### src/verilog/tsr_pkg.sv
`default_nettype none
package tsr_pkg;
   // register offsets
   localparam logic [7:0] ADR_OSC = 8'h00;
   localparam logic [7:0] ADR_INT = 8'h01;
   localparam logic [7:0] ADR_FRAC_HI = 8'h02;
   localparam logic [7:0] ADR_FRAC_MID = 8'h03;
   localparam logic [7:0] ADR_FRAC_LO = 8'h04;
   localparam logic [7:0] ADR_MODE = 8'h05;
   localparam logic [7:0] ADR_SER = 8'h06;
   localparam logic [7:0] ADR_PAR = 8'h07;
   localparam logic [7:0] NUM_REGS = 8'h08;
   localparam int IDX_W = 3;
   // reset values, the usual startup setting
   localparam logic [7:0] RST_OSC = 8'h4c;
   localparam logic [7:0] RST_INT = 8'h2b;
   localparam logic [7:0] RST_FRAC_HI = 8'h8e;
   localparam logic [7:0] RST_FRAC_MID = 8'h26;
   localparam logic [7:0] RST_FRAC_LO = 8'h66;
   localparam logic [7:0] RST_MODE = 8'hd8;
   localparam logic [7:0] RST_SER = 8'h30;
   localparam logic [7:0] RST_PAR = 8'h12;
   localparam logic [7:0] MASK_FULL = 8'hff;
   localparam logic [7:0] MASK_PAR = 8'h3f;
   // field positions
   localparam int OSC_SEL_LSB = 6;
   localparam int SUBBAND_LSB = 2;
   localparam int LODIV_LSB = 0;
   localparam int CPS_BIT = 7;
   localparam int FPB_BIT = 6;
   localparam int REFDIV_LSB = 4;
   localparam int FRAC_HI_LSB = 0;
   localparam int GAIN_BIT = 7;
   localparam int RF_INPUT_SELECT_BIT = 6;
   localparam int LPF_BIT = 5;
   localparam int BW_BIT = 4;
   localparam int TFB_LSB = 2;
   localparam int IFSEL_LSB = 0;
   localparam int PAR_W = 6;
   // field codes
   localparam logic [1:0] OSC_OFF = 2'h3;
   localparam logic [5:0] LO_DIV_BASE = 6'h04;
   // serial bus
   localparam logic [4:0] DEV_ADDR_HI = 5'h18;
   localparam logic [3:0] BYTE_BITS = 4'h8;
   typedef enum logic [3:0] {
      ST_IDLE, ST_ADDR, ST_ADDR_ACK, ST_REG, ST_REG_ACK, ST_WR, ST_WR_ACK, ST_RD, ST_RD_ACK
   } tsr_bus_state_type;

   function automatic logic [7:0] reg_mask(input logic [IDX_W-1:0] idx);
      reg_mask = (idx == ADR_PAR[IDX_W-1:0]) ? MASK_PAR : MASK_FULL;
   endfunction

   function automatic logic [7:0] reg_reset(input logic [IDX_W-1:0] idx);
      case (idx)
         3'h0: reg_reset = RST_OSC;
         3'h1: reg_reset = RST_INT;
         3'h2: reg_reset = RST_FRAC_HI;
         3'h3: reg_reset = RST_FRAC_MID;
         3'h4: reg_reset = RST_FRAC_LO;
         3'h5: reg_reset = RST_MODE;
         3'h6: reg_reset = RST_SER;
         default: reg_reset = RST_PAR;
      endcase
   endfunction
endpackage
`default_nettype wire

### src/verilog/tsr_reg_file.sv
`timescale 1ns/10ps
`default_nettype none
module tsr_reg_file (
   input wire logic sys_clk,
   input wire logic rst,
   input wire logic wr_en,
   input wire logic [7:0] wr_addr,
   input wire logic [7:0] wr_data,
   input wire logic [7:0] rd_addr,
   output logic [7:0] rd_data,
   output logic [7:0] osc_reg,
   output logic [7:0] int_reg,
   output logic [7:0] frac_hi_reg,
   output logic [7:0] frac_mid_reg,
   output logic [7:0] frac_lo_reg,
   output logic [7:0] mode_reg,
   output logic [7:0] ser_reg,
   output logic [7:0] par_reg,
   output logic [2:0] osc_enable,
   output logic [5:0] lo_divide_value,
   output logic auto_band_start
);
   logic [7:0] reg_q [0:7];
   logic [7:0] reg_d [0:7];
   logic [2:0] osc_en_q, osc_en_d;
   logic [5:0] lodiv_q, lodiv_d;
   logic band_q, band_d;
   logic [1:0] osc_sel_d, lodiv_code_d;

   always_comb begin
      for (int i = 0; i < 8; i++) begin
         reg_d[i] = reg_q[i];
      end
      if (wr_en && wr_addr < tsr_pkg::NUM_REGS) begin
         // unused codes are stored as written; empty bits masked
         reg_d[wr_addr[2:0]] = wr_data & tsr_pkg::reg_mask(wr_addr[2:0]);
      end
      band_d = wr_en && wr_addr == tsr_pkg::ADR_FRAC_LO;
      osc_sel_d = reg_d[0][tsr_pkg::OSC_SEL_LSB +: 2];
      osc_en_d = (osc_sel_d == tsr_pkg::OSC_OFF) ? 3'h0 : 3'(3'h1 << osc_sel_d);
      lodiv_code_d = reg_d[0][tsr_pkg::LODIV_LSB +: 2];
      lodiv_d = 6'(tsr_pkg::LO_DIV_BASE << lodiv_code_d);
      rd_data = (rd_addr < tsr_pkg::NUM_REGS) ? reg_q[rd_addr[2:0]] : 8'h00;
   end

   always_ff @(posedge sys_clk) begin
      if (rst) begin
         for (int i = 0; i < 8; i++) begin
            reg_q[i] <= tsr_pkg::reg_reset(3'(i));
         end
         osc_en_q <= 3'(3'h1 << tsr_pkg::RST_OSC[tsr_pkg::OSC_SEL_LSB +: 2]);
         lodiv_q <= 6'(tsr_pkg::LO_DIV_BASE << tsr_pkg::RST_OSC[tsr_pkg::LODIV_LSB +: 2]);
         band_q <= 1'b0;
      end else begin
         for (int i = 0; i < 8; i++) begin
            reg_q[i] <= reg_d[i];
         end
         osc_en_q <= osc_en_d;
         lodiv_q <= lodiv_d;
         band_q <= band_d;
      end
   end

   assign osc_reg = reg_q[0];
   assign int_reg = reg_q[1];
   assign frac_hi_reg = reg_q[2];
   assign frac_mid_reg = reg_q[3];
   assign frac_lo_reg = reg_q[4];
   assign mode_reg = reg_q[5];
   assign ser_reg = reg_q[6];
   assign par_reg = reg_q[7];
   assign osc_enable = osc_en_q;
   assign lo_divide_value = lodiv_q;
   assign auto_band_start = band_q;
endmodule // tsr_reg_file
`default_nettype wire

### src/verilog/tsr_synth_mode_regs.sv
// Overview of operation
// - oscillator select 00/01/10 picks oscillator one to three; 11 turns it off.
// - four-bit sub-band field picks one of sixteen sub-bands.
// - lo divide code 00..11 divides by 4, 8, 16, 32.
// - integer register holds the eight-bit integer divide value.
// - reference divide 00 is one, 01 is two; host avoids upper codes.
// - twenty-bit fraction assembled from three registers, high to low.
// - each write of the low fraction byte starts band selection.
// - premixer gain bit one is nominal, zero is reduced.
// - rf input bit zero routes low band, one routes high band.
// - rf lowpass bit one enables the filter, zero disables it.
// - bandwidth bit zero is narrow mode, one is wide mode.
// - tracking band code picks low vhf, high vhf or uhf; 11 unused.
// - if output code 00 differential, 01 single ended; others unused.
// - series register holds an eight-bit tracking capacitance code.
// - parallel register holds a six-bit code; upper two bits read zero.
// - all registers read back over the serial bus.
`timescale 1ns/10ps
`default_nettype none
module tsr_synth_mode_regs (
   input wire logic sys_clk,
   input wire logic rst,
   input wire logic scl_pin,
   input wire logic sda_pin_in,
   output logic sda_pin_out,
   output logic sda_pin_oe,
   input wire logic [1:0] addr_strap,
   output logic [1:0] oscillator_select,
   output logic [3:0] oscillator_subband,
   output logic [1:0] lo_divide_ratio,
   output logic [2:0] oscillator_enable,
   output logic [5:0] lo_divide_value,
   output logic [7:0] synth_integer_n,
   output logic charge_pump_mode_sel,
   output logic factory_pump_bit,
   output logic [1:0] reference_divide,
   output logic [19:0] synth_fraction,
   output logic auto_band_start,
   output logic premixer_gain_sel,
   output logic rf_input_select,
   output logic rf_lowpass_enable,
   output logic if_bandwidth_sel,
   output logic [1:0] track_filter_band,
   output logic [1:0] if_output_format,
   output logic [7:0] series_cap_code,
   output logic [5:0] parallel_cap_code
);
   // pin synchronisers, third stage for edge detection
   logic scl_s1_q, scl_s2_q, scl_s3_q;
   logic sda_s1_q, sda_s2_q, sda_s3_q;
   logic [1:0] strap_s1_q, strap_s2_q;
   logic scl_rise, scl_fall, bus_start, bus_stop;

   // serial engine state
   tsr_pkg::tsr_bus_state_type state_q, state_d;
   logic [3:0] cnt_q, cnt_d;
   logic [7:0] shift_q, shift_d;
   logic [7:0] ptr_q, ptr_d;
   logic rw_q, rw_d;
   logic ack_q, ack_d;
   logic oe_q, oe_d;
   logic out_q;
   logic wr_en_q, wr_en_d;
   logic [7:0] wr_addr_q, wr_addr_d;
   logic [7:0] wr_data_q, wr_data_d;
   logic collect;
   logic addr_match;

   // register file view
   logic [7:0] rd_data;
   logic [7:0] osc_reg, int_reg, frac_hi_reg, frac_mid_reg, frac_lo_reg;
   logic [7:0] mode_reg, ser_reg, par_reg;

   always_ff @(posedge sys_clk) begin
      if (rst) begin
         scl_s1_q <= 1'b1;
         scl_s2_q <= 1'b1;
         scl_s3_q <= 1'b1;
         sda_s1_q <= 1'b1;
         sda_s2_q <= 1'b1;
         sda_s3_q <= 1'b1;
         strap_s1_q <= 2'h0;
         strap_s2_q <= 2'h0;
      end else begin
         scl_s1_q <= scl_pin;
         scl_s2_q <= scl_s1_q;
         scl_s3_q <= scl_s2_q;
         sda_s1_q <= sda_pin_in;
         sda_s2_q <= sda_s1_q;
         sda_s3_q <= sda_s2_q;
         strap_s1_q <= addr_strap;
         strap_s2_q <= strap_s1_q;
      end
   end

   assign scl_rise = scl_s2_q && !scl_s3_q;
   assign scl_fall = !scl_s2_q && scl_s3_q;
   assign bus_start = scl_s2_q && scl_s3_q && !sda_s2_q && sda_s3_q;
   assign bus_stop = scl_s2_q && scl_s3_q && sda_s2_q && !sda_s3_q;
   assign addr_match = shift_q[7:1] == {tsr_pkg::DEV_ADDR_HI, strap_s2_q};
   assign collect = state_q == tsr_pkg::ST_ADDR || state_q == tsr_pkg::ST_REG || state_q == tsr_pkg::ST_WR;

   always_comb begin
      state_d = state_q;
      cnt_d = cnt_q;
      shift_d = shift_q;
      ptr_d = ptr_q;
      rw_d = rw_q;
      ack_d = ack_q;
      oe_d = oe_q;
      wr_en_d = 1'b0;
      wr_addr_d = wr_addr_q;
      wr_data_d = wr_data_q;
      if (bus_start) begin
         state_d = tsr_pkg::ST_ADDR;
         cnt_d = 4'h0;
         oe_d = 1'b0;
      end else if (bus_stop) begin
         state_d = tsr_pkg::ST_IDLE;
         oe_d = 1'b0;
      end else begin
         if (collect && scl_rise && cnt_q < tsr_pkg::BYTE_BITS) begin
            shift_d = {shift_q[6:0], sda_s2_q};
            cnt_d = cnt_q + 4'h1;
         end
         case (state_q)
            tsr_pkg::ST_ADDR: begin
               if (scl_fall && cnt_q == tsr_pkg::BYTE_BITS) begin
                  cnt_d = 4'h0;
                  if (addr_match) begin
                     oe_d = 1'b1;
                     rw_d = shift_q[0];
                     state_d = tsr_pkg::ST_ADDR_ACK;
                  end else begin
                     state_d = tsr_pkg::ST_IDLE;
                  end
               end
            end
            tsr_pkg::ST_ADDR_ACK: begin
               if (scl_fall) begin
                  if (rw_q) begin
                     // first read byte comes from the current pointer
                     shift_d = rd_data;
                     oe_d = !rd_data[7];
                     state_d = tsr_pkg::ST_RD;
                  end else begin
                     oe_d = 1'b0;
                     state_d = tsr_pkg::ST_REG;
                  end
               end
            end
            tsr_pkg::ST_REG: begin
               if (scl_fall && cnt_q == tsr_pkg::BYTE_BITS) begin
                  cnt_d = 4'h0;
                  ptr_d = shift_q;
                  oe_d = 1'b1;
                  state_d = tsr_pkg::ST_REG_ACK;
               end
            end
            tsr_pkg::ST_REG_ACK: begin
               if (scl_fall) begin
                  oe_d = 1'b0;
                  state_d = tsr_pkg::ST_WR;
               end
            end
            tsr_pkg::ST_WR: begin
               if (scl_fall && cnt_q == tsr_pkg::BYTE_BITS) begin
                  cnt_d = 4'h0;
                  wr_en_d = 1'b1;
                  wr_addr_d = ptr_q;
                  wr_data_d = shift_q;
                  oe_d = 1'b1;
                  state_d = tsr_pkg::ST_WR_ACK;
               end
            end
            tsr_pkg::ST_WR_ACK: begin
               if (scl_fall) begin
                  oe_d = 1'b0;
                  ptr_d = ptr_q + 8'h01;
                  state_d = tsr_pkg::ST_WR;
               end
            end
            tsr_pkg::ST_RD: begin
               if (scl_rise && cnt_q < tsr_pkg::BYTE_BITS) begin
                  cnt_d = cnt_q + 4'h1;
               end
               if (scl_fall) begin
                  if (cnt_q == tsr_pkg::BYTE_BITS) begin
                     cnt_d = 4'h0;
                     oe_d = 1'b0;
                     ptr_d = ptr_q + 8'h01;
                     state_d = tsr_pkg::ST_RD_ACK;
                  end else begin
                     shift_d = {shift_q[6:0], 1'b0};
                     oe_d = !shift_q[6];
                  end
               end
            end
            tsr_pkg::ST_RD_ACK: begin
               if (scl_rise) begin
                  ack_d = !sda_s2_q;
               end
               if (scl_fall) begin
                  if (ack_q) begin
                     shift_d = rd_data;
                     oe_d = !rd_data[7];
                     state_d = tsr_pkg::ST_RD;
                  end else begin
                     state_d = tsr_pkg::ST_IDLE;
                  end
               end
            end
            default: begin
               oe_d = 1'b0;
            end
         endcase
      end
   end

   always_ff @(posedge sys_clk) begin
      if (rst) begin
         state_q <= tsr_pkg::ST_IDLE;
         cnt_q <= 4'h0;
         shift_q <= 8'h00;
         ptr_q <= 8'h00;
         rw_q <= 1'b0;
         ack_q <= 1'b0;
         oe_q <= 1'b0;
         out_q <= 1'b0;
         wr_en_q <= 1'b0;
         wr_addr_q <= 8'h00;
         wr_data_q <= 8'h00;
      end else begin
         state_q <= state_d;
         cnt_q <= cnt_d;
         shift_q <= shift_d;
         ptr_q <= ptr_d;
         rw_q <= rw_d;
         ack_q <= ack_d;
         oe_q <= oe_d;
         out_q <= 1'b0;
         wr_en_q <= wr_en_d;
         wr_addr_q <= wr_addr_d;
         wr_data_q <= wr_data_d;
      end
   end

   // open drain: the pin is only ever pulled low
   assign sda_pin_out = out_q;
   assign sda_pin_oe = oe_q;

   tsr_reg_file u_regs (
      .sys_clk(sys_clk),
      .rst(rst),
      .wr_en(wr_en_q),
      .wr_addr(wr_addr_q),
      .wr_data(wr_data_q),
      .rd_addr(ptr_q),
      .rd_data(rd_data),
      .osc_reg(osc_reg),
      .int_reg(int_reg),
      .frac_hi_reg(frac_hi_reg),
      .frac_mid_reg(frac_mid_reg),
      .frac_lo_reg(frac_lo_reg),
      .mode_reg(mode_reg),
      .ser_reg(ser_reg),
      .par_reg(par_reg),
      .osc_enable(oscillator_enable),
      .lo_divide_value(lo_divide_value),
      .auto_band_start(auto_band_start)
   );

   assign oscillator_select = osc_reg[tsr_pkg::OSC_SEL_LSB +: 2];
   assign oscillator_subband = osc_reg[tsr_pkg::SUBBAND_LSB +: 4];
   assign lo_divide_ratio = osc_reg[tsr_pkg::LODIV_LSB +: 2];
   assign synth_integer_n = int_reg;
   assign charge_pump_mode_sel = frac_hi_reg[tsr_pkg::CPS_BIT];
   assign factory_pump_bit = frac_hi_reg[tsr_pkg::FPB_BIT];
   assign reference_divide = frac_hi_reg[tsr_pkg::REFDIV_LSB +: 2];
   assign synth_fraction = {frac_hi_reg[tsr_pkg::FRAC_HI_LSB +: 4], frac_mid_reg, frac_lo_reg};
   assign premixer_gain_sel = mode_reg[tsr_pkg::GAIN_BIT];
   assign rf_input_select = mode_reg[tsr_pkg::RF_INPUT_SELECT_BIT];
   assign rf_lowpass_enable = mode_reg[tsr_pkg::LPF_BIT];
   assign if_bandwidth_sel = mode_reg[tsr_pkg::BW_BIT];
   assign track_filter_band = mode_reg[tsr_pkg::TFB_LSB +: 2];
   assign if_output_format = mode_reg[tsr_pkg::IFSEL_LSB +: 2];
   assign series_cap_code = ser_reg;
   assign parallel_cap_code = par_reg[tsr_pkg::PAR_W-1:0];
endmodule // tsr_synth_mode_regs
`default_nettype wire
### config.mk
export PLATFORM = sky130hd
export DESIGN_NAME = tsr_synth_mode_regs
export DESIGN_NICKNAME = d
export VERILOG_FILES = /design/src/verilog/tsr_pkg.sv /design/src/verilog/tsr_reg_file.sv /design/src/verilog/tsr_synth_mode_regs.sv
export SDC_FILE = /design/constraint.sdc
export NUM_CORES = 1
export LEC_CHECK = 0
export ABC_AREA = 1
export ABC_CLOCK_PERIOD_IN_PS = 2200
export BUFFER_PORTS_ARGS = -buffer_cell sky130_fd_sc_hd__buf_2
export CAP_MARGIN = 20
export CELL_PAD_IN_SITES_DETAIL_PLACEMENT = 0
export CELL_PAD_IN_SITES_GLOBAL_PLACEMENT = 2
export CORE_MARGIN = 5
export CORE_UTILIZATION = 32
export DETAILED_ROUTE_END_ITERATION = 16
export GPL_ROUTABILITY_DRIVEN = 0
export HOLD_SLACK_MARGIN = 0.02
export PLACE_DENSITY_LB_ADDON = 0.12
export SLEW_MARGIN = 20
export SYNTH_ARGS = -nofsm -noshare
export SYNTH_HDL_FRONTEND = slang
export SYNTH_HIERARCHICAL = 1
export SYNTH_SLANG_ARGS = --single-unit
### constraint.sdc
create_clock -name sys_clk -period 2.2 [get_ports sys_clk]
set_clock_uncertainty 0.05 [all_clocks]
set_input_delay 0.11 -clock sys_clk [delete_from_list [all_inputs] [get_ports sys_clk]]
set_output_delay 0.11 -clock sys_clk [all_outputs]
set_load 0.02 [all_outputs]
==> impl_metrics.py, run 1 <==
metrics = {
    "sta": {
        "finalCritPeriodShare": 0.8900,
        "finalSetupViolCount": 0,
        "hold_viol_final": 0,
        "tightest_slew_ps": 627.7,
        "rsz0062_at_grt": "no",
        "setup-tns-final_ps": 0,
        "max_freq_mhz": 510.7,
        "slew-limit-headroom": 0.5810,
        "fin_crit_ps": 1958,
        "drv_slew": 0,
    },
    "die": {
        "ioPinCount": 80,
        "start_util": 0.3221,
        "row_count": 52,
        "die_w_um": 152.0,
        "core-area_um2": 20040,
        "fp.dieH_um": 152.0,
        "dieArea_um2": 23110,
    },
    "synthesis": {
        "async_flop_share": 0,
        "synth-seq-cells": 126,
        "ys_seq_area_frac": 0.3908,
        "postSynthAreaPerCell_um2": 6.661,
        "ys_types": 41,
        "synth.largest_area_cell": "dfxtp_1",
        "yosys_warnings": 6,
        "ys.flop_type": "dfxtp_1",
        "synth_top_area_share": 0.3908,
        "synthCells": 969,
        "synth_edf_count": 0,
        "synth_area_leaders": "dfxtp_1 (39%), nand2_1 (15%), nor2_1 (8.6%), nand3_1 (5.9%), o21ai_0 (5.7%)",
        "syn_area_um2": 6455,
    },
    "worst_setup_path": {
        "crit_fanout": 8,
        "path_cells": "inv_1 -> ha_1 -> nand2_1 -> nor2_2 -> nand2_2 -> nand2_1 -> nand2_2 -> nor3_4 -> nand2_1 -> a21oi_1",
        "cp.required_ps": 2490,
        "cp-end-kind": "flop",
        "crit_path_max_incr_delay_ps": 350,
        "timing.rr.start": "cnt_q[0]$_SDFFE_PP0N_",
        "crit_start": "cnt_q[0]$_SDFFE_PP0N_",
        "r2r_cells": 10,
        "critPathKind": "flop to flop",
        "rrSetupSlack_ps": 240,
        "startpoint_type": "flop",
        "path_common_cell": "nand2_1",
        "cp.arrival_ps": 2250,
        "cpMaxStageDelayCell": "dfxtp_1",
        "critPathCapture": "ptr_q[7]$_SDFFE_PP0P_",
        "regToRegEndpoint": "ptr_q[7]$_SDFFE_PP0P_",
    },
    "power": {
        "p_leak_uw": 0.003573,
        "power.density_nw_per_um2": 827.2,
        "power_uw": 6502,
        "vdd_drop_max_mv": 0.5080,
    },
    "placed_design": {
        "hpwlAfterDp_um": 16020,
        "io_buffers": 76,
    },
    "final_layout": {
        "num-fill-cells": 2207,
        "regArea_um2": 2522,
        "num_antenna_cells": 0,
        "drive_above_1_share": 0.1867,
        "syn2layout_area_growth_pct": 21.77,
        "nets": 1062,
        "multi_input_comb_area_um2": 3402,
    },
    "clock_network": {
        "clock_path_buffers": 2,
        "cts_sinks": 126,
        "cts_tree": "yes",
        "htree_levels": 4,
        "root_buffer": "clkbuf_16",
        "clkLatencyLatePin_ps": 410,
        "cts_resized": 0,
        "clk_pin_slew_ps": 60,
        "cts_buffers": 17,
    },
    "route": {
        "initialDrtViolationCount": 384,
        "vias": 6374,
        "drt_first_pass_iters": 5,
        "drtAntennaViolNets": 0,
        "viasPerCell": 4.771,
        "finalWirelength_um": 22000,
        "post-route-drc-count": 0,
        "wl_per_cell_um": 16.47,
    },
    "global_route": {
        "overflow": 0,
        "grtUsageTotal": 0.1882,
        "antenna_found_initial": 0,
        "grt_pass1_wl_um": 34880,
        "grt_pass1_vias": 6078,
        "grt_max_degree": 38,
    },
    "worst_hold_path": {
        "holdCritPathClass": "primary input to flop",
    },
    "outcome": {
        "status": "completed",
    },
    "job": {
        "maxCapViolations": 0,
    },
}
[final cells by class]
class | count | share of cell area
multi-input combinational | 719 | 0.4328
sequential | 126 | 0.3209
timing repair buffer | 101 | 0.07673
clock buffer | 19 | 0.05635
inverter | 88 | 0.04330
tap | 270 | 0.04298
clock inverter | 13 | 0.02690
[cells in the mapped netlist (3+ instances only)]
cell type and instances:
nand2_1 263, nor2_1 148, dfxtp_1 126, inv_1 77, nand3_1 76, o21ai_0 73
a21oi_1 60, buf_2 16, clkbuf_1 13, nor2_2 11, o211ai_1 11, nand2_2 10
nor2_4 9, inv_2 7, nand3_2 6, o21ai_1 6, a21oi_2 5, buf_4 5
nand2_4 5, or2_2 5, nand4_1 4, nor3_1 4, ha_1 3, o22ai_1 3
[power breakdown]
part	switching, uW	internal, uW
registers	80.2	2340
clock network	1110	2050
logic	631	291
[cell families after synthesis]
logic type / synth area share
DFF: 0.3908
and+or+nand+nor: 0.3803
buffers and inverters: 0.08277
adders and majority gates: 0.005816
xor gates and xnor gates: 0.001357
AOI/OAI and AO/OA: 0.1378
other: 0.001163
[how the worst min path moves through the flow]
| stage | start | endpoint | cells past startpoint |
|---|---|---|---|
| 2_1_floorplan | scl_pin | scl_s1_q$_SDFF_PP1_ | 1 |
| 3_3_place_gp | sda_pin_in | sda_s1_q$_SDFF_PP1_ | 2 |
| 6_report | rst | u_regs/reg_q[0][7]$_SDFF_PP0_ | 2 |
| 5_1_grt | rst | u_regs/reg_q[0][7]$_SDFF_PP0_ | 2 |
| 4_1_cts | rst | u_regs/reg_q[0][7]$_SDFF_PP0_ | 2 |
| 3_5_place_dp | sda_pin_in | sda_s1_q$_SDFF_PP1_ | 2 |
[layer usage]
metal / vias to the layer above / routed length [um] / track usage
met3: 20 / 771 / 0.03385
met1: 2923 / 10420 / 0.2510
met5: - / 0 / 0
met4: 0 / 365 / 0.05351
met2: 156 / 10450 / 0.3131
li1: 3275 / - / -
[what timing repair did]
item                      4_1_cts  5_1_grt
hold endpoints to repair        4        0
hold buffers                    4        0
buffers inserted                0        0
[layout by cell type, fill, tap and decap left out, drive strengths merged]
cell type	instances
a21boi	1
a21oi	65
a31oi	2
buf	97
bufinv	5
clkbuf	19
clkinv	7
clkinvlp	1
conb	3
dfxtp	126
dlygate4sd3	4
ha	3
inv	88
nand2	278
nand3	84
nand4	5
nor2	169
nor3	6
nor3b	1
o211ai	11
o21ai	81
o21bai	1
o22ai	3
or2	5
xor2	1
[through the flow]
step           area [um2]  utilization  setup slack [ps]  cells  hold WS (ps)
6_report             7860       0.3922             242.1   1336         130.2
5_1_grt              7860       0.3922             17.72   1336         134.2
4_1_cts              7860       0.3922             230.1   1336         113.1
3_5_place_dp         7166       0.3576             241.2   1300         243.6
3_3_place_gp         7166       0.3576             293.1   1300         243.2
2_1_floorplan        6459            -             535.5    970         163.8
[sequential cells by signal (all words and copies together) (netlist names), 2 cells and up]
| signal | flops |
|---|---|
| u_regs/lo_divide_value | 4 |
| shift_q | 8 |
| ptr_q | 8 |
| strap_s1_q | 2 |
| wr_addr_q | 8 |
| cnt_q | 4 |
| strap_s2_q | 2 |
| wr_data_q | 8 |
| state_q | 4 |
| u_regs/reg_q | 64 |
| u_regs/osc_enable | 3 |
[critical path: cells and delay by family (launching register included)]
| family | cells | cell delay, ps |
|---|---|---|
| AO/OA/AOI/OAI | 1 | 130 |
| adder cells (fa/ha/maj) | 1 | 170 |
| buffers and inverters | 1 | 110 |
| flip-flops | 1 | 350 |
| AND/OR/NAND/NOR | 7 | 1060 |
Power figures use the tool's default switching activity.
==> run 2, diff against run 1 <==
--- a/config.mk
+++ b/config.mk
@@ -9,7 +9,7 @@
 export ABC_CLOCK_PERIOD_IN_PS = 2200
 export BUFFER_PORTS_ARGS = -buffer_cell sky130_fd_sc_hd__buf_2
 export CAP_MARGIN = 20
-export CELL_PAD_IN_SITES_DETAIL_PLACEMENT = 0
+export CELL_PAD_IN_SITES_DETAIL_PLACEMENT = 1
 export CELL_PAD_IN_SITES_GLOBAL_PLACEMENT = 2
 export CORE_MARGIN = 5
 export CORE_UTILIZATION = 32
==> run 2 against run 1 <==
Power grew 0.13%. Combinational power increased by 1%. Die area unchanged. Maximum frequency shrank 1.6%. Setup slack lost 33 ps. Design area hardly changed. Critical path type unchanged. First-iteration DRC count decreased by 21%. Largest cell class unchanged. Final cell count is essentially flat.
==> impl_metrics.py, run 2 (same netlist as run 1, synthesis figures left out) <==
metrics = {
    "route": {
        "wl_per_cell_um": 17.25,
        "drt_first_pass_iters": 5,
        "viasPerCell": 4.834,
        "drtAntennaViolNets": 0,
        "vias": 6453,
        "post-route-drc-count": 0,
        "initialDrtViolationCount": 305,
        "finalWirelength_um": 23030,
    },
    "clock_network": {
        "clkLatencyLatePin_ps": 430,
        "htree_levels": 4,
        "clock_path_buffers": 2,
        "cts_buffers": 17,
        "cts_sinks": 126,
        "cts_tree": "yes",
        "post-cts-setup-buffer-count": 0,
        "clk_pin_slew_ps": 60,
        "root_buffer": "clkbuf_16",
    },
    "die": {
        "die_w_um": 152.0,
        "dieArea_um2": 23110,
        "fp.dieH_um": 152.0,
        "row_count": 52,
        "ioPinCount": 80,
        "start_util": 0.3221,
        "core-area_um2": 20040,
    },
    "placed_design": {
        "dp.cells": 1300,
        "io_buffers": 76,
        "hpwlAfterDp_um": 16910,
    },
    "sta": {
        "hold_viol_final": 0,
        "max_freq_mhz": 502.3,
        "setup-tns-final_ps": 0,
        "tightest_slew_ps": 639.3,
        "drv_slew": 0,
        "finalSetupViolCount": 0,
        "rsz0062_at_grt": "no",
        "slew-limit-headroom": 0.5732,
        "fin_crit_ps": 1991,
        "finalCritPeriodShare": 0.9048,
    },
    "worst_setup_path": {
        "cp-end-kind": "flop",
        "crit_fanout": 8,
        "cp.required_ps": 2510,
        "cp.arrival_ps": 2300,
        "critPathKind": "flop to flop",
        "timing.rr.start": "cnt_q[0]$_SDFFE_PP0N_",
        "startpoint_type": "flop",
        "crit_start": "cnt_q[0]$_SDFFE_PP0N_",
    },
    "final_layout": {
        "drive_above_1_share": 0.1869,
        "regArea_um2": 2522,
        "fin_cells": 1335,
        "largest_reg_flops": 64,
        "final_common_cell": "nand2_1",
        "layout_common_cells": "nand2_1 (263), nor2_1 (148), dfxtp_1 (126), inv_1 (77)",
        "nets": 1062,
        "syn2layout_area_growth_pct": 21.73,
        "num_antenna_cells": 0,
        "multi_input_comb_area_um2": 3402,
        "num-fill-cells": 2605,
        "top_register": "u_regs/reg_q",
    },
    "worst_hold_path": {
        "min-delay-start": "rst",
        "holdCritPathClass": "primary input to flop",
    },
    "global_route": {
        "grt_pass1_wl_um": 36570,
        "antenna_found_initial": 0,
        "grt_pass1_vias": 6408,
        "grtUsageTotal": 0.1974,
        "overflow": 0,
        "grt_max_degree": 38,
    },
    "outcome": {
        "status": "completed",
    },
    "job": {
        "maxCapViolations": 0,
    },
    "power": {
        "p_leak_uw": 0.003576,
        "power.density_nw_per_um2": 828.5,
        "vdd_drop_max_mv": 0.4830,
    },
}
run 2: per-layer routing:
layer | vias to the layer above | wire, um | global-route usage
met1 | 3048 | 10780 | 0.2573
met4 | 0 | 467 | 0.05993
met5 | - | 0 | 0
met3 | 29 | 804 | 0.03726
met2 | 107 | 10970 | 0.3323
li1 | 3269 | - | -
run 2: where the power goes:
| part | switching (uW) | internal (uW) |
|---|---|---|
| clock | 1110 | 2040 |
| combinational | 643 | 291 |
| sequential | 81.1 | 2340 |
| total | 1840 | 4670 |
run 2: critical path: stages (launching register included):
cell     delay [ps]
dfxtp_1         350
inv_1           120
ha_1            180
nand2_1          70
nor2_2          210
nand2_2         150
nand2_1         110
nand2_2          80
nor3_4          370
nand2_1         110
a21oi_1         130
run 2: what timing repair did:
action / 4_1_cts / 5_1_grt
hold buffers: 4 / 0
hold endpoints to repair: 4 / 0
gates resized for setup: 0 / 0
run 2: cell type report:
class,count,share of cell area
Timing Repair Buffer,101,0.07675
Clock buffer,18,0.05589
Multi-Input combinational cell,719,0.4330
Inverter,88,0.04331
Clock inverter,13,0.02707
Tap cell,270,0.04299
Sequential cell,126,0.3210
run 2: path summary, 6_finish.rpt:
path	to	slack (ps)	cells past startpoint
min reg2reg	strap_s2_q[0]$_SDFF_PP0_	360	2
max reg2reg	ptr_q[4]$_SDFFE_PP0P_	210	10
max	ptr_q[4]$_SDFFE_PP0P_	210	10
min	u_regs/reg_q[0][7]$_SDFF_PP0_	100	2
run 2: through the flow:
stage	setup slack (ps)	hold slack [ps]	instance area, um2	total power (uW)	utilization
2_1_floorplan	535.5	163.8	6459	3132	-
3_3_place_gp	293.1	243.2	7166	3390	0.3576
3_5_place_dp	238.1	245.4	7166	3396	0.3576
4_1_cts	223.1	112.6	7858	6583	0.3921
5_1_grt	14.81	122.5	7858	6810	0.3921
6_report	209.4	97.41	7858	6510	0.3921
==> run 3, diff against run 2 <==
--- a/config.mk
+++ b/config.mk
@@ -5,14 +5,14 @@
 export SDC_FILE = /design/constraint.sdc
 export NUM_CORES = 1
 export LEC_CHECK = 0
-export ABC_AREA = 1
+export ABC_AREA = 0
 export ABC_CLOCK_PERIOD_IN_PS = 2200
 export BUFFER_PORTS_ARGS = -buffer_cell sky130_fd_sc_hd__buf_2
 export CAP_MARGIN = 20
 export CELL_PAD_IN_SITES_DETAIL_PLACEMENT = 1
 export CELL_PAD_IN_SITES_GLOBAL_PLACEMENT = 2
 export CORE_MARGIN = 5
-export CORE_UTILIZATION = 32
+export CORE_UTILIZATION = 37
 export DETAILED_ROUTE_END_ITERATION = 16
 export GPL_ROUTABILITY_DRIVEN = 0
 export HOLD_SLACK_MARGIN = 0.02
==> run 3 against run 2 <==
Sequential power fell by 4%. Wire length fell by 14%. Non-clock buffer count grew 24. First-iteration DRC count grew 4.6%. Power down 11%. Sequential share of layout area hardly changed. Synthesized cell count is 32% lower. Core utilization is 6.8 points higher. Register-to-register slack got worse by 60 ps. Critical endpoint is now shift_q[3]$_SDFFE_PP0P_.
==> impl_metrics.py, run 3 <==
metrics = {
    "die": {
        "fp.dieH_um": 141.5,
        "dieArea_um2": 20020,
        "ioPinCount": 80,
        "core-area_um2": 17120,
        "start_util": 0.3738,
        "row_count": 48,
        "die_w_um": 141.5,
    },
    "worst_setup_path": {
        "rrSetupSlack_ps": 150,
        "r2r_cells": 8,
        "cpMaxStageDelayCell": "dfxtp_1",
        "critPathKind": "flop to flop",
        "timing.rr.start": "ptr_q[1]$_SDFFE_PP0P_",
        "cp-end-kind": "flop",
        "cp_num_cells": 8,
        "crit_start": "ptr_q[1]$_SDFFE_PP0P_",
        "critPathBufInv": 4,
        "crit_path_max_incr_delay_ps": 370,
        "path_common_cell": "buf_4",
        "crit_family": "buffers and inverters",
        "path_cells": "buf_4 -> buf_4 -> mux4_2 -> inv_1 -> o22ai_1 -> buf_4 -> a221oi_1 -> o31ai_1",
        "startpoint_type": "flop",
        "cp.required_ps": 2440,
        "crit_fanout": 13,
        "regToRegEndpoint": "shift_q[3]$_SDFFE_PP0P_",
        "cp.arrival_ps": 2300,
    },
    "worst_hold_path": {
        "min_to": "wr_addr_q[6]$_SDFFE_PP0P_",
        "min-delay-start": "rst",
        "whs_path_depth": 2,
        "holdCritPathClass": "primary input to flop",
    },
    "final_layout": {
        "nets": 763,
        "num_antenna_cells": 0,
        "top_register": "u_regs/reg_q",
        "drive_above_1_share": 0.2686,
        "largest_reg_flops": 64,
        "layout_common_cells": "dfxtp_1 (123), nor2_1 (88), mux2i_1 (87), buf_2 (75), nand2b_1 (50)",
        "syn2layout_area_growth_pct": 23.07,
        "num-fill-cells": 1978,
        "final_common_cell": "dfxtp_1",
        "fin_cells": 992,
    },
    "clock_network": {
        "clkLatencyLatePin_ps": 420,
        "cts_buffers": 17,
        "root_buffer": "clkbuf_16",
        "clock_path_buffers": 2,
        "clk_pin_slew_ps": 60,
        "cts_tree": "yes",
        "htree_levels": 4,
        "cts_sinks": 126,
    },
    "synthesis": {
        "ys_types": 79,
        "synth.most_common_cell": "dfxtp_1",
        "yosys_warnings": 6,
        "synth.largest_area_cell": "dfxtp_1",
        "ys.flop_type": "dfxtp_1",
        "synthCells": 658,
        "ys_seq_area_frac": 0.3942,
        "syn_area_um2": 6399,
        "synthTopCellsByCount": "dfxtp_1 (126), nor2_1 (88), mux2i_1 (87)",
        "async_flop_share": 0,
        "synth-seq-cells": 126,
        "synth_top_area_share": 0.3942,
        "postSynthAreaPerCell_um2": 9.724,
        "synth_area_leaders": "dfxtp_1 (39%), mux2i_1 (14%), mux4_2 (5.6%), nor2_1 (5.2%), nand2b_1 (4.9%)",
        "synth_edf_count": 0,
    },
    "job": {
        "maxCapViolations": 0,
    },
    "sta": {
        "drv_slew": 0,
        "fin_crit_ps": 2054,
        "finalSetupViolCount": 0,
        "max_freq_mhz": 486.9,
        "finalCritPeriodShare": 0.9335,
        "hold_viol_final": 0,
        "timing.hold.ws_ps": 102.7,
        "rsz0062_at_grt": "no",
        "setup-tns-final_ps": 0,
        "slew-limit-headroom": 0.6605,
        "tightest_slew_ps": 504.7,
    },
    "power": {
        "pwr-share-seq": 0.403,
        "cell_internal_pwr_uw": 4551,
        "power.share.combinational": 0.035,
        "power.density_nw_per_um2": 733.1,
        "vdd_drop_max_mv": 0.5159,
        "power_uw": 5773,
        "clkPwrFrac": 0.561,
        "switching_share": 0.2117,
        "p_leak_uw": 0.003397,
        "switching_power_uw": 1222,
    },
    "global_route": {
        "grt_pass1_wl_um": 31770,
        "grt_pass1_vias": 5760,
        "grt_max_degree": 44,
        "grtUsageTotal": 0.2016,
        "overflow": 0,
        "antenna_found_initial": 0,
    },
    "route": {
        "drt_first_pass_iters": 4,
        "drtAntennaViolNets": 0,
        "post-route-drc-count": 0,
        "finalWirelength_um": 19780,
        "viasPerCell": 5.391,
        "wl_per_cell_um": 19.94,
        "initialDrtViolationCount": 319,
        "vias": 5348,
    },
    "outcome": {
        "status": "completed",
    },
    "placed_design": {
        "io_buffers": 76,
        "dp.cells": 955,
        "hpwlAfterDp_um": 14550,
    },
}
-- run 3: cell types whose count changed in the layout (fill, tap and decap cells not counted), moves of 54 or more --
cell     change
inv_1       -54
nand3_1     -68
mux2i_1     +87
nor2_1      -60
nand2_1    -243
o21ai_0     -62
-- run 3: logic make-up after synthesis --
kind of cell | after synthesis | synth area share
AND/OR/NAND/NOR | 245 | 0.2161
buffers and inverters | 73 | 0.06296
adder cells (fa/ha/maj) | 3 | 0.005867
XOR/XNOR | 4 | 0.005476
other | 2 | 0.001174
flip-flops | 126 | 0.3942
AO/OA/AOI/OAI | 95 | 0.1095
multiplexers | 110 | 0.2047
-- run 3: final cells by class --
cell class                      instances  area (um2)  share of cell area
Clock buffer                           19       442.9             0.05624
Clock inverter                         13       235.2             0.02987
Inverter                               24       90.09             0.01144
Multi-Input combinational cell        460        3485              0.4425
Sequential cell                       126        2526              0.3208
Tap cell                              225       281.5             0.03575
Timing Repair Buffer                  125       814.5              0.1034
-- run 3: per-stage QoR --
stage,instance area (um2),setup slack [ps],util
after global routing,7875,10.42,0.4601
after CTS,7853,42.52,0.4588
after floorplan,6402,29.57,-
after global placement,7134,104.2,0.4168
final,7875,146.4,0.4601
after detailed placement,7134,60.95,0.4168
-- run 3: worst register-to-register path: cells and delay by family (launching register included) --
kind	cells	cell delay, ps
compound gates	3	440
buf+inv	4	720
flops	1	370
mux	1	350
-- run 3: worst max-delay path by stage --
stage / to / slack [ps]
after floorplan: sda_pin_oe$_SDFFE_PP0P_ / 30
after global placement: ptr_q[7]$_SDFFE_PP0P_ / 100
after detailed placement: sda_pin_oe$_SDFFE_PP0P_ / 60
after CTS: sda_pin_oe$_SDFFE_PP0P_ / 40
after global routing: shift_q[3]$_SDFFE_PP0P_ / 10
final: shift_q[3]$_SDFFE_PP0P_ / 150
-- run 3: repair_timing --
| item | CTS | global route |
|---|---|---|
| resized for setup | 0 | 6 |
| buffers inserted | 0 | 1 |
| hold endpoints to repair | 4 | 0 |
| hold buffers | 4 | 0 |
| endpoints found under the setup margin | 0 | 29 |
-- run 3: power groups by stage --
stage	Combinational [uW]	Sequential, uW	Clock, uW
CTS	207	2330	3320
finish	205	2330	3240
global placement	197	2380	0
floorplan	162	2370	0
detailed placement	201	2380	0
global route	224	2330	3440
-- run 3: routing by layer --
layer,track usage,vias to the layer above,part of all wire
met5,0,-,0
met4,0.05960,0,0.015
met3,0.04685,26,0.038
met2,0.3494,106,0.50
met1,0.2501,2678,0.44
li1,-,2538,-
